`config.mk`:
```
export PLATFORM = sky130hd
export DESIGN_NAME = can_transceiver_mode_control
export DESIGN_NICKNAME = d
export VERILOG_FILES = /design/src/rtl/can_mode_pkg.sv /design/src/rtl/can_transceiver_mode_control.sv
export SDC_FILE = /design/constraint.sdc
export NUM_CORES = 1
export LEC_CHECK = 0
export ABC_AREA = 1
export BUFFER_PORTS_ARGS = -buffer_cell sky130_fd_sc_hd__buf_2
export CAP_MARGIN = 30
export CORE_UTILIZATION = 52
export CTS_CLUSTER_SIZE = 28
export DETAILED_ROUTE_END_ITERATION = 6
export HOLD_SLACK_MARGIN = 0.12
export PLACE_DENSITY = 0.76
export REMOVE_ABC_BUFFERS = 1
export SETUP_SLACK_MARGIN = 0.1
export SYNTH_ARGS = -nofsm -noshare
export SYNTH_HDL_FRONTEND = slang
export SYNTH_SLANG_ARGS = --single-unit
```
`constraint.sdc`:
```
create_clock -name core_clk -period 3.6 [get_ports core_clk]
set_input_delay 0.36 -clock core_clk [delete_from_list [all_inputs] [get_ports core_clk]]
set_output_delay 0.36 -clock core_clk [all_outputs]
set_load 0.01 [all_outputs]
```
`src/rtl/can_mode_pkg.sv`:
```
// constants and types for the can transceiver mode control block
package can_mode_pkg;
    // ******************************************************************
    // register map (byte addresses on the avalon bus)
    // ******************************************************************
    localparam logic [7:0] can_control_addr   = 8'h20;
    localparam logic [7:0] trx_status_addr    = 8'h22;
    localparam logic [7:0] wake_event_addr    = 8'h4C;
    localparam logic [7:0] bus_config_addr    = 8'h50;
    localparam logic [7:0] mode_ctrl_addr     = 8'h54;
    // ******************************************************************
    // field positions
    // ******************************************************************
    localparam int mode_lsb        = 0;
    localparam int silence_pos     = 3;
    localparam int sel_wake_pos    = 4;
    localparam int pn_valid_pos    = 5;
    localparam int fd_tol_pos      = 6;
    localparam int active_pos      = 7;
    localparam int wake_event_pos  = 0;
    localparam int wake_en_pos     = 0;
    localparam int thr_sel_lsb     = 1;
    // ******************************************************************
    // reset values
    // ******************************************************************
    localparam logic [7:0] can_control_rst = 8'h00;
    localparam logic       wake_en_rst     = 1'b1;
    localparam logic [1:0] thr_sel_rst     = 2'h0;
    // ******************************************************************
    // mode field codes
    // ******************************************************************
    localparam logic [1:0] mode_offline    = 2'h0;
    localparam logic [1:0] mode_active_uv  = 2'h1;
    localparam logic [1:0] mode_active_nuv = 2'h2;
    localparam logic [1:0] mode_listen     = 2'h3;
    // ******************************************************************
    // timing
    // ******************************************************************
    localparam int clk_mhz            = 40;
    localparam int silence_timeout_us = 1000;
    localparam int wake_window_us     = 1000;
    localparam int wake_dom_ns        = 500;
    localparam int wake_rec_ns        = 500;
    localparam int silence_cycles = silence_timeout_us * clk_mhz;
    localparam int wake_window_cycles = wake_window_us * clk_mhz;
    localparam int wake_dom_cycles = (wake_dom_ns * clk_mhz + 999) / 1000;
    localparam int wake_rec_cycles = (wake_rec_ns * clk_mhz + 999) / 1000;
    // ******************************************************************
    // types
    // ******************************************************************
    typedef enum logic [1:0] {
        chip_normal,
        chip_standby,
        chip_sleep,
        chip_reset
    } chip_mode_t;
    typedef enum logic [2:0] {
        trx_offline,
        trx_offline_bias,
        trx_listen,
        trx_active
    } trx_state_t;
    typedef enum logic [2:0] {
        wk_idle,
        wk_dom1,
        wk_rec,
        wk_dom2,
        wk_done
    } wake_state_t;
endpackage : can_mode_pkg

```
`src/rtl/can_transceiver_mode_control.sv`:
```
// can transceiver mode control, bus bias and standard pattern wake-up
`timescale 1ns/1ps
//Function
//- mode field 01 or 10 selects active mode, transmit and receive
//- with code 01, can supply undervoltage drops active to offline bias, or to offline on a silent bus
//- with code 10, supply check off; main supply reset holds transmitter off
//- txd low at active request gives listen-only until txd goes high
//- in normal chip mode the transceiver follows the mode field
//- standby or sleep forces offline or offline bias by bus activity
//- listen-only keeps transmitter off, receiver and bias on
//- offline grounds bus bias; wake watch only with wake enable
//- offline goes to offline bias on edges, back after silence
//- active mode passes bus data to rxd and txd to the bus
//- pattern watch runs offline, wake enabled, selective off or pn invalid
//- dominant, recessive, dominant within wake window, minimum phase lengths
//- valid pattern sets wake event flag and drives rxd low
//- wake during sleep enables main supply and passes reset to standby
//- readable flag shows whether the transceiver is in active mode
//- control bit 6 holds fd tolerance enable
//- control bit 5 holds pn configuration valid flag
//- control bit 4 enables selective wake-up
//- mode field bits 1:0 decode offline, active, active, listen-only
//- status bit 3 shows bus silence longer than the time-out
module can_transceiver_mode_control #(
    parameter int silence_cnt   = can_mode_pkg::silence_cycles,
    parameter int wake_win_cnt  = can_mode_pkg::wake_window_cycles,
    parameter int wake_dom_cnt  = can_mode_pkg::wake_dom_cycles,
    parameter int wake_rec_cnt  = can_mode_pkg::wake_rec_cycles,
    parameter int reset_cnt     = 16
) (
    input  wire logic                     core_clk,
    input  wire logic                     rst,
    input  wire logic [7:0]               avs_address,
    input  wire logic                     avs_read,
    input  wire logic                     avs_write,
    input  wire logic [31:0]              avs_writedata,
    input  wire logic [3:0]               avs_byteenable,
    output logic      [31:0]              avs_readdata,
    output logic                          avs_waitrequest,
    output logic                          avs_response_err,
    input  wire logic                     txd,
    output logic                          rxd,
    input  wire logic                     bus_rx,
    output logic                          bus_tx_dominant,
    output logic                          tx_enable,
    output logic                          bias_mid,
    output logic                          bias_gnd,
    input  wire logic                     can_supply_low,
    input  wire logic                     main_supply_low,
    input  wire logic                     go_normal,
    input  wire logic                     go_standby,
    input  wire logic                     go_sleep,
    output can_mode_pkg::chip_mode_t      chip_mode,
    output logic                          main_supply_enable,
    output can_mode_pkg::trx_state_t      trx_state
);
    import can_mode_pkg::*;

    initial begin
        if (silence_cnt < 2 || wake_win_cnt < 2 || wake_dom_cnt < 1 || wake_rec_cnt < 1
            || reset_cnt < 1 || silence_cnt >= 2**24 || wake_win_cnt >= 2**24
            || reset_cnt >= 2**24) begin
            $error("can_transceiver_mode_control: bad timing parameter");
        end
    end

    // ******************************************************************
    // registers
    // ******************************************************************
    logic [7:0]  can_control;
    logic        can_wake_enable;
    logic [1:0]  main_supply_reset_threshold_sel;
    logic        can_wake_event;

    logic        bus_silence_flag;
    logic        bus_prev;
    logic        bus_edge;

    logic [23:0] silence_count;
    logic [23:0] win_count;
    logic [23:0] phase_count;
    logic [23:0] reset_count;

    logic        wake_detect;
    logic        pattern_watch;

    logic        active_req;
    logic        ack;
    logic        hit;
    wake_state_t wake_state;

    wire [1:0]   can_mode_field        = can_control[mode_lsb+1:mode_lsb];
    wire         selective_wake_enable = can_control[sel_wake_pos];
    wire         pn_config_valid       = can_control[pn_valid_pos];
    wire         fd_tolerance_enable   = can_control[fd_tol_pos];

    // ******************************************************************
    // avalon slave: one wait cycle, answer on the second cycle
    // ******************************************************************
    always_ff @(posedge core_clk or posedge rst) begin
        if (rst) begin
            ack <= 1'b0;
        end else begin
            ack <= (avs_read || avs_write) && !ack;
        end
    end

    assign avs_waitrequest = (avs_read || avs_write) && !ack;
    wire do_write = avs_write && ack;
    wire do_read  = avs_read && ack;

    always_comb begin
        hit = 1'b1;
        case (avs_address)
            can_control_addr, trx_status_addr, wake_event_addr,
            bus_config_addr, mode_ctrl_addr: hit = 1'b1;
            default: hit = 1'b0;
        endcase
    end

    // fd tolerance is stored only; the bit has no effect on pattern wake-up
    always_ff @(posedge core_clk or posedge rst) begin
        if (rst) begin
            can_control <= can_control_rst;
        end else if (do_write && avs_address == can_control_addr && avs_byteenable[0]) begin
            // bits 3:2 are read-only and stay zero
            can_control <= avs_writedata[7:0] & 8'hF3;
        end
    end

    always_ff @(posedge core_clk or posedge rst) begin
        if (rst) begin
            can_wake_enable                 <= wake_en_rst;
            main_supply_reset_threshold_sel <= thr_sel_rst;
        end else if (do_write && avs_address == bus_config_addr && avs_byteenable[0]) begin
            can_wake_enable                 <= avs_writedata[wake_en_pos];
            main_supply_reset_threshold_sel <= avs_writedata[thr_sel_lsb+1:thr_sel_lsb];
        end
    end

    // write one to clear; a detection in the same cycle wins
    always_ff @(posedge core_clk or posedge rst) begin
        if (rst) begin
            can_wake_event <= 1'b0;
        end else if (wake_detect) begin
            can_wake_event <= 1'b1;
        end else if (do_write && avs_address == wake_event_addr && avs_byteenable[0]
                     && avs_writedata[wake_event_pos]) begin
            can_wake_event <= 1'b0;
        end
    end

    always_ff @(posedge core_clk or posedge rst) begin
        if (rst) begin
            avs_readdata     <= 32'h0;
            avs_response_err <= 1'b0;
        end else begin
            avs_response_err <= (avs_read || avs_write) && !ack && !hit;
            avs_readdata     <= 32'h0;
            if ((avs_read && !ack)) begin
                case (avs_address)
                    can_control_addr: avs_readdata <= {24'h0, can_control};
                    trx_status_addr: avs_readdata <= {24'h0, (trx_state == trx_active), 3'h0,
                                                      bus_silence_flag, 3'h0};
                    wake_event_addr: avs_readdata <= {31'h0, can_wake_event};
                    bus_config_addr: avs_readdata <= {29'h0, main_supply_reset_threshold_sel,
                                                      can_wake_enable};
                    mode_ctrl_addr:  avs_readdata <= {30'h0, chip_mode};
                    default:         avs_readdata <= 32'h0;
                endcase
            end
        end
    end

    // ******************************************************************
    // bus activity and silence time-out
    // ******************************************************************
    always_ff @(posedge core_clk or posedge rst) begin
        if (rst) begin
            bus_prev <= 1'b1;
        end else begin
            bus_prev <= bus_rx;
        end
    end

    assign bus_edge = bus_prev != bus_rx;

    always_ff @(posedge core_clk or posedge rst) begin
        if (rst) begin
            silence_count    <= 24'h0;
            bus_silence_flag <= 1'b1;
        end else if (bus_edge) begin
            silence_count    <= 24'h0;
            bus_silence_flag <= 1'b0;
        end else if (silence_count < 24'(silence_cnt)) begin
            silence_count <= silence_count + 24'h1;
        end else begin
            bus_silence_flag <= 1'b1;
        end
    end

    // ******************************************************************
    // chip mode: sleep wake passes reset mode into standby
    // ******************************************************************
    always_ff @(posedge core_clk or posedge rst) begin
        if (rst) begin
            chip_mode   <= chip_standby;
            reset_count <= 24'h0;
        end else begin
            case (chip_mode)
                chip_sleep: begin
                    if (wake_detect) begin
                        chip_mode   <= chip_reset;
                        reset_count <= 24'h0;
                    end else if (go_normal) begin
                        chip_mode <= chip_normal;
                    end
                end
                chip_reset: begin
                    if (reset_count >= 24'(reset_cnt - 1)) begin
                        chip_mode <= chip_standby;
                    end else begin
                        reset_count <= reset_count + 24'h1;
                    end
                end
                default: begin
                    if (go_sleep) begin
                        chip_mode <= chip_sleep;
                    end else if (go_standby) begin
                        chip_mode <= chip_standby;
                    end else if (go_normal) begin
                        chip_mode <= chip_normal;
                    end
                end
            endcase
        end
    end

    assign main_supply_enable = chip_mode != chip_sleep;

    // ******************************************************************
    // transceiver state
    // ******************************************************************
    always_comb begin
        active_req = 1'b0;
        case (can_mode_field)
            mode_active_uv:  active_req = !can_supply_low && !main_supply_low;
            mode_active_nuv: active_req = !main_supply_low;
            default:         active_req = 1'b0;
        endcase
    end

    always_ff @(posedge core_clk or posedge rst) begin
        if (rst) begin
            trx_state <= trx_offline;
        end else if (chip_mode == chip_normal && can_mode_field != mode_offline
                     && !(active_req == 1'b0 && can_mode_field != mode_listen)) begin
            if (can_mode_field == mode_listen) begin
                trx_state <= trx_listen;
            end else if (trx_state == trx_active || txd) begin
                trx_state <= trx_active;
            end else begin
                trx_state <= trx_listen;
            end
        end else begin
            // offline side, also forced in standby and sleep
            if (bus_edge) begin
                trx_state <= trx_offline_bias;
            end else if (bus_silence_flag) begin
                trx_state <= trx_offline;
            end else if (trx_state != trx_offline) begin
                trx_state <= trx_offline_bias;
            end
        end
    end

    assign tx_enable       = trx_state == trx_active;
    assign bus_tx_dominant = tx_enable && !txd;
    assign bias_mid        = trx_state != trx_offline;
    assign bias_gnd        = trx_state == trx_offline;

    // outside active and listen, rxd stays low after a wake until the event flag is cleared
    assign rxd = (trx_state == trx_active || trx_state == trx_listen) ? bus_rx
               : !can_wake_event;

    // ******************************************************************
    // standard pattern wake-up filter
    // ******************************************************************
    assign pattern_watch = (trx_state == trx_offline || trx_state == trx_offline_bias)
                        && can_wake_enable
                        && (!selective_wake_enable || !pn_config_valid);

    // short opposite pulses restart the phase count but keep the phase
    always_ff @(posedge core_clk or posedge rst) begin
        if (rst) begin
            wake_state  <= wk_idle;
            phase_count <= 24'h0;
            win_count   <= 24'h0;
        end else if (!pattern_watch) begin
            wake_state <= wk_idle;
        end else begin
            case (wake_state)
                wk_idle: begin
                    win_count   <= 24'h0;
                    phase_count <= 24'h0;
                    if (!bus_rx) begin
                        wake_state <= wk_dom1;
                    end
                end
                wk_dom1, wk_rec, wk_dom2: begin
                    win_count <= win_count + 24'h1;
                    if (win_count >= 24'(wake_win_cnt - 1)) begin
                        wake_state <= wk_idle;
                    end else if (bus_edge) begin
                        phase_count <= 24'h0;
                    end else begin
                        phase_count <= phase_count + 24'h1;
                        if (wake_state == wk_dom1 && !bus_rx
                            && phase_count >= 24'(wake_dom_cnt - 1)) begin
                            wake_state  <= wk_rec;
                            phase_count <= 24'h0;
                        end else if (wake_state == wk_rec && bus_rx
                            && phase_count >= 24'(wake_rec_cnt - 1)) begin
                            wake_state  <= wk_dom2;
                            phase_count <= 24'h0;
                        end else if (wake_state == wk_dom2 && !bus_rx
                            && phase_count >= 24'(wake_dom_cnt - 1)) begin
                            wake_state <= wk_done;
                        end
                    end
                end
                wk_done: begin
                    wake_state <= wk_idle;
                end
                default: wake_state <= wk_idle;
            endcase
        end
    end

    assign wake_detect = wake_state == wk_done;
endmodule : can_transceiver_mode_control

```
* After elaboration in Yosys (flattened, before gate mapping) *
Index checks and enable logic that the tools add are counted.

word-level totals
  input port bits = 55
  output and inout port bits = 45
  register bits = 150
  word-level logic and storage cells = 148

operators by class
  equality and inequality tests = 28
  reductions and logical operators = 55
  bitwise logic cells = 1
  magnitude comparators = 4
  mux-type cells = 40
  $add $sub $neg = 4

operators by type and width
  cell                     count
  $mux W24                 8
  $pmux W24 S2             3
  $add A24 B1 Y24 const B  4
  $pmux W8 S5              1
  $mux W3                  11
  $eq A8 B7 Y1 const B     3
  $ge A24 B16 Y1 const B   1
  $ge A24 B4 Y1 const B    1
  $ge A24 B5 Y1 const B    1
  $logic_and A1 B1 Y1      24
  $lt A24 B16 Y1 const B   1
  $eq A8 B6 Y1 const B     2
  $ne A2 B2 Y1 const B     7
  $eq A3 B2 Y1 const B     4
  $logic_not A1 Y1         10
  $mux W2                  5
  $reduce_bool A2 Y1       5
  $reduce_and A3 Y1        3
  $eq A2 B2 Y1 const B     4
  $mux W1                  8
  $mux W8                  1
  $eq A3 B1 Y1 const B     2
  $logic_not A3 Y1         2
  $ne A6 B6 Y1 const B     1
  16 further kinds         20

* Logic depth before layout (Yosys ltp) *
  depth after elaboration = 10
  mapped depth = 13

* Worst setup path after synthesis *
Ideal clock, no wire load.

  kind = register -> register
  from = register win_count[0]
  to = register phase_count[8]
  path slack = 2.001 ns
  required time = 3.483 ns
  period minus slack after synthesis = 1.599 ns
  stages on the path, launching flop included = 13
  arrival = 1.482 ns
  library setup time = 0.117 ns
  path buffers = 1
  cells stage by stage = dfrtp_1 > ha_1 > nand2_1 > nor2_4 > nand2_2 > nand2_1 > nand3_2 > nand3_2 > nand2_4 > buf_6 > nand2_1 > nor2_1 > nor2_1

on the way
  cells in the longest elaborated chain, start to end = 3

ends and longest elaborated chain
  item                         line                                 source
  start, declared              can_transceiver_mode_control.sv:80   logic [23:0] win_count;
  start signal, assigned       can_transceiver_mode_control.sv:311  win_count <= win_count + 24'h1;
  $ge A24 B16 Y1               can_transceiver_mode_control.sv:312  if (win_count >= 24'(wake_win_cnt - 1)) begin
  $ne A2 B2 Y1 (no line)       --
  $reduce_and A3 Y1 (no line)  --
  end signal, assigned         can_transceiver_mode_control.sv:317  phase_count <= phase_count + 24'h1;
  end, declared                can_transceiver_mode_control.sv:81   logic [23:0] phase_count;

Every way passes these cells.
A chain may end at the register's enable or synchronous reset.

* Worst setup path in the final report *
  from = register can_wake_enable
  to = register phase_count[7]

on the way
  cells in the longest elaborated chain, start to end = 3

ends and longest elaborated chain
  item                         line                                 source
  start, declared              can_transceiver_mode_control.sv:71   logic can_wake_enable;
  start signal, assigned       can_transceiver_mode_control.sv:133  can_wake_enable <= wake_en_rst;
  start signal, assigned       can_transceiver_mode_control.sv:136  can_wake_enable <= avs_writedata[wake_en_pos];
  $logic_and A1 B1 Y1          can_transceiver_mode_control.sv:290  && can_wake_enable
  $logic_and A1 B1 Y1          can_transceiver_mode_control.sv:291  && (!selective_wake_enable || !pn_config_valid);
  $reduce_and A3 Y1 (no line)  --

Every way passes these cells.

==> out/metrics.cfg <==
[floorplanning]
die_area_um2=14000
die_y_um=118
rows=42
start_util_pct=53.2
coreArea_um2=13200
io_pins=100
die_x_um=118

[global_routing]
grt_usage_pct=21.3
grt_pass1_wl_um=24100
grt_max_degree=56
grt_pass1_vias=5384
antenna_found_initial=0
overflow=0

[placed_design]
placed_cells=1146
place_congestion=0.874
io_buffers=46
dp.final_hpwl_um=9670

[worst_setup_path]
r2r_start=can_wake_enable
cp_cell_sequence=nand3b_4 > nor2_4 > nand2_2 > nand2_4 > nand2_4 > inv_1 > a21oi_1
worstPathRequired_ns=3.88
cp-end-kind=flop
worstSetupPathType=flop to flop
start_kind=flop
critPathSlowestCell=dfstp_2
cpMostUsedCell=nand2_4
r2r-end=phase_count[7]
crit_fanout=44
r2r_slack_ns=1.14
reg2reg_depth=7
arrival_ns=2.74
slowest_delay_ns=0.56

[worst_hold_path]
min_path_cells=2
hp-start=avs_writedata[4]
hp-class=primary input to flop
min_to=can_control[4]

[power_and_ir_drop]
pwr-share-clk_pct=44.2
power.density_nw_per_um2=466
seq_power_share_pct=42.7
max-vdd-ir-drop_v=0.000404
p_int_mw=2.68
p_comb_share_pct=13.1
p_leak_nw=3.91
p_sw_share_pct=27.0
power.switching_uw=991

[timing]
fmax_mhz=407
rsz0062_at_grt=false
finalCritPeriodShare_pct=68.3
drv_slew=0
clock_skew_ns=0.0133
post-route-min-period_ns=2.46
worst_pin_slew_ns=0.638
timing.slew.headroom_pct=57.5
setup_viol=0
finalHoldViolCount=0

[logic_synthesis]
synth_common_cells=182 x nand2_1, 174 x nor2_1, 139 x inv_1, 121 x dfrtp_1, 77 x nand3_1
synth.most_common_cell=nand2_1
synth_area_per_cell_um2=7.48
dominantRegCellSynth=dfrtp_1
yosys_warnings=0
synth_edf_count=0
syn-cell-area_um2=7020
yosysTopAreaCell=dfrtp_1
yosysSeqAreaShare_pct=44.7
yosys_register_bits=125
synth.top_cell.area_share_pct=43.2
synthArstFlopShare_pct=100
yosys.cell_types.count=53
syn-instance-count=938
synth.top_cells.by_area=dfrtp_1 43%, nand2_1 9.7%, nor2_1 9.3%

[clock_tree]
clk_pin_slew_ns=0.06
clockBufferDepth=2
hold_buffers=2
cts_tree=yes
cts_root_buffer=clkbuf_16
cts_num_sinks=125
numCtsBuffers=17
clkLatencyLatePin_ns=0.41
cts_resized=0
post_cts_buffers=0
htreeDepth=4

[drt]
routed-via-count=5808
post-route-drc-count=0
routedWlPerCell_um=11.5
drt_iter0_markers=416
ant_nets=0
viasPerCell=4.92
first_pass_iters=5
wirelength_um=13600

[final_layout]
final_net_count=1054
utilization_pct=59.8
fin_cells=1180
drive_gt1_share_pct=12.4
syn_to_final_growth_pct=12.5
diodes=0

[status]
status=finished clean

[run]
maxCapViolCount=0

[area by class of cell]
type	instances	area [µm²]
clock inverter	6	60.1
inverter	148	558
sequential	125	3130
fill	1157	5300
multi-input combinational	647	3120
tap	176	220
clock buffer	26	509
timing repair buffer	52	293
[sequential cells by signal, summed over array words and instances (netlist names), 3 cells and up]
| signal | count |
|---|---|
| can_control | 6 |
| win_count | 24 |
| avs_readdata | 8 |
| silence_count | 24 |
| reset_count | 24 |
| wake_state | 3 |
| phase_count | 24 |
[worst max-delay path by stage]
| stage | cells after the start | startpoint | slack [ns] | endpoint |
|---|---|---|---|---|
| after detailed placement | 7 | can_wake_enable | 1.15 | phase_count[14] |
| after global placement | 7 | can_wake_enable | 1.20 | phase_count[7] |
| after floorplan | 1 | rst | -0.08 | ack |
| final | 7 | can_wake_enable | 1.14 | phase_count[7] |
| after CTS | 7 | can_wake_enable | 1.14 | phase_count[14] |
| after global routing | 7 | can_wake_enable | 0.97 | phase_count[13] |
[layout by cell type (no fill, tap or decap), drive strengths merged, types with 2 or more instances in the layout]
cell type and n:
a211oi 2, a21oi 27, buf 50, clkbuf 26, clkinv 5, clkinvlp 2, conb 25, dfrtp 121
dfstp 4, dlygate4sd3 2, ha 8, inv 146, mux2 4, nand2 191, nand3 80, nand3b 5
nand4 15, nor2 187, nor3 28, nor3b 3, o211ai 2, o21ai 35, o31ai 2, or2 2
xnor2 3, xor2 16
[metrics by stage]
| step | hold WS [ns] | instance area (µm²) | worst slack (ns) | TNS [ns] | total power, mW |
|---|---|---|---|---|---|
| 4_1_cts | 0.143 | 7890 | 1.14 | 0 | 3.71 |
| 5_1_grt | 0.162 | 7890 | 0.973 | 0 | 3.85 |
| 6_report | 0.160 | 7890 | 1.14 | 0 | 3.68 |
| 3_3_place_gp | 0.469 | 7300 | 1.20 | 0 | 2.06 |
| 2_1_floorplan | 0.364 | 6800 | -0.0810 | -9.80 | 1.91 |
| 3_5_place_dp | 0.477 | 7300 | 1.15 | 0 | 2.07 |
[power by group through the flow]
stage | registers [mW] | clock network (mW) | logic [mW]
floorplan | 1.58 | 0 | 0.334
global placement | 1.59 | 0 | 0.470
detailed placement | 1.59 | 0 | 0.481
CTS | 1.57 | 1.66 | 0.487
global route | 1.58 | 1.72 | 0.552
finish | 1.57 | 1.62 | 0.483
[kinds of logic after synthesis]
kind of cell	after synthesis	share of synthesized area, %
multiplexers	4	0.642
flip-flops	125	44.7
AO/OA/AOI/OAI	77	6.15
adder cells (fa/ha/maj)	8	1.43
buffers and inverters	190	12.3
other	1	0.0535
XOR/XNOR	19	2.48
AND/OR/NAND/NOR	514	32.3
[critical path, delay by kind of cell (launching register included)]
kind	cells	cell delay (ns)
AO/OA/AOI/OAI	1	0.06
AND/OR/NAND/NOR	5	1.43
flip-flops	1	0.56
buffers and inverters	1	0.26
[layer usage]
metal  track usage, %  vias to the layer above  wire length (µm)
li1                 -                     3002                 -
met5                0                        -                 0
met3             4.15                       12               453
met4             7.85                        0               147
met1             28.8                     2697              6610
met2             34.0                       97              6400
Note: power is estimated with default switching activity, not from simulation.
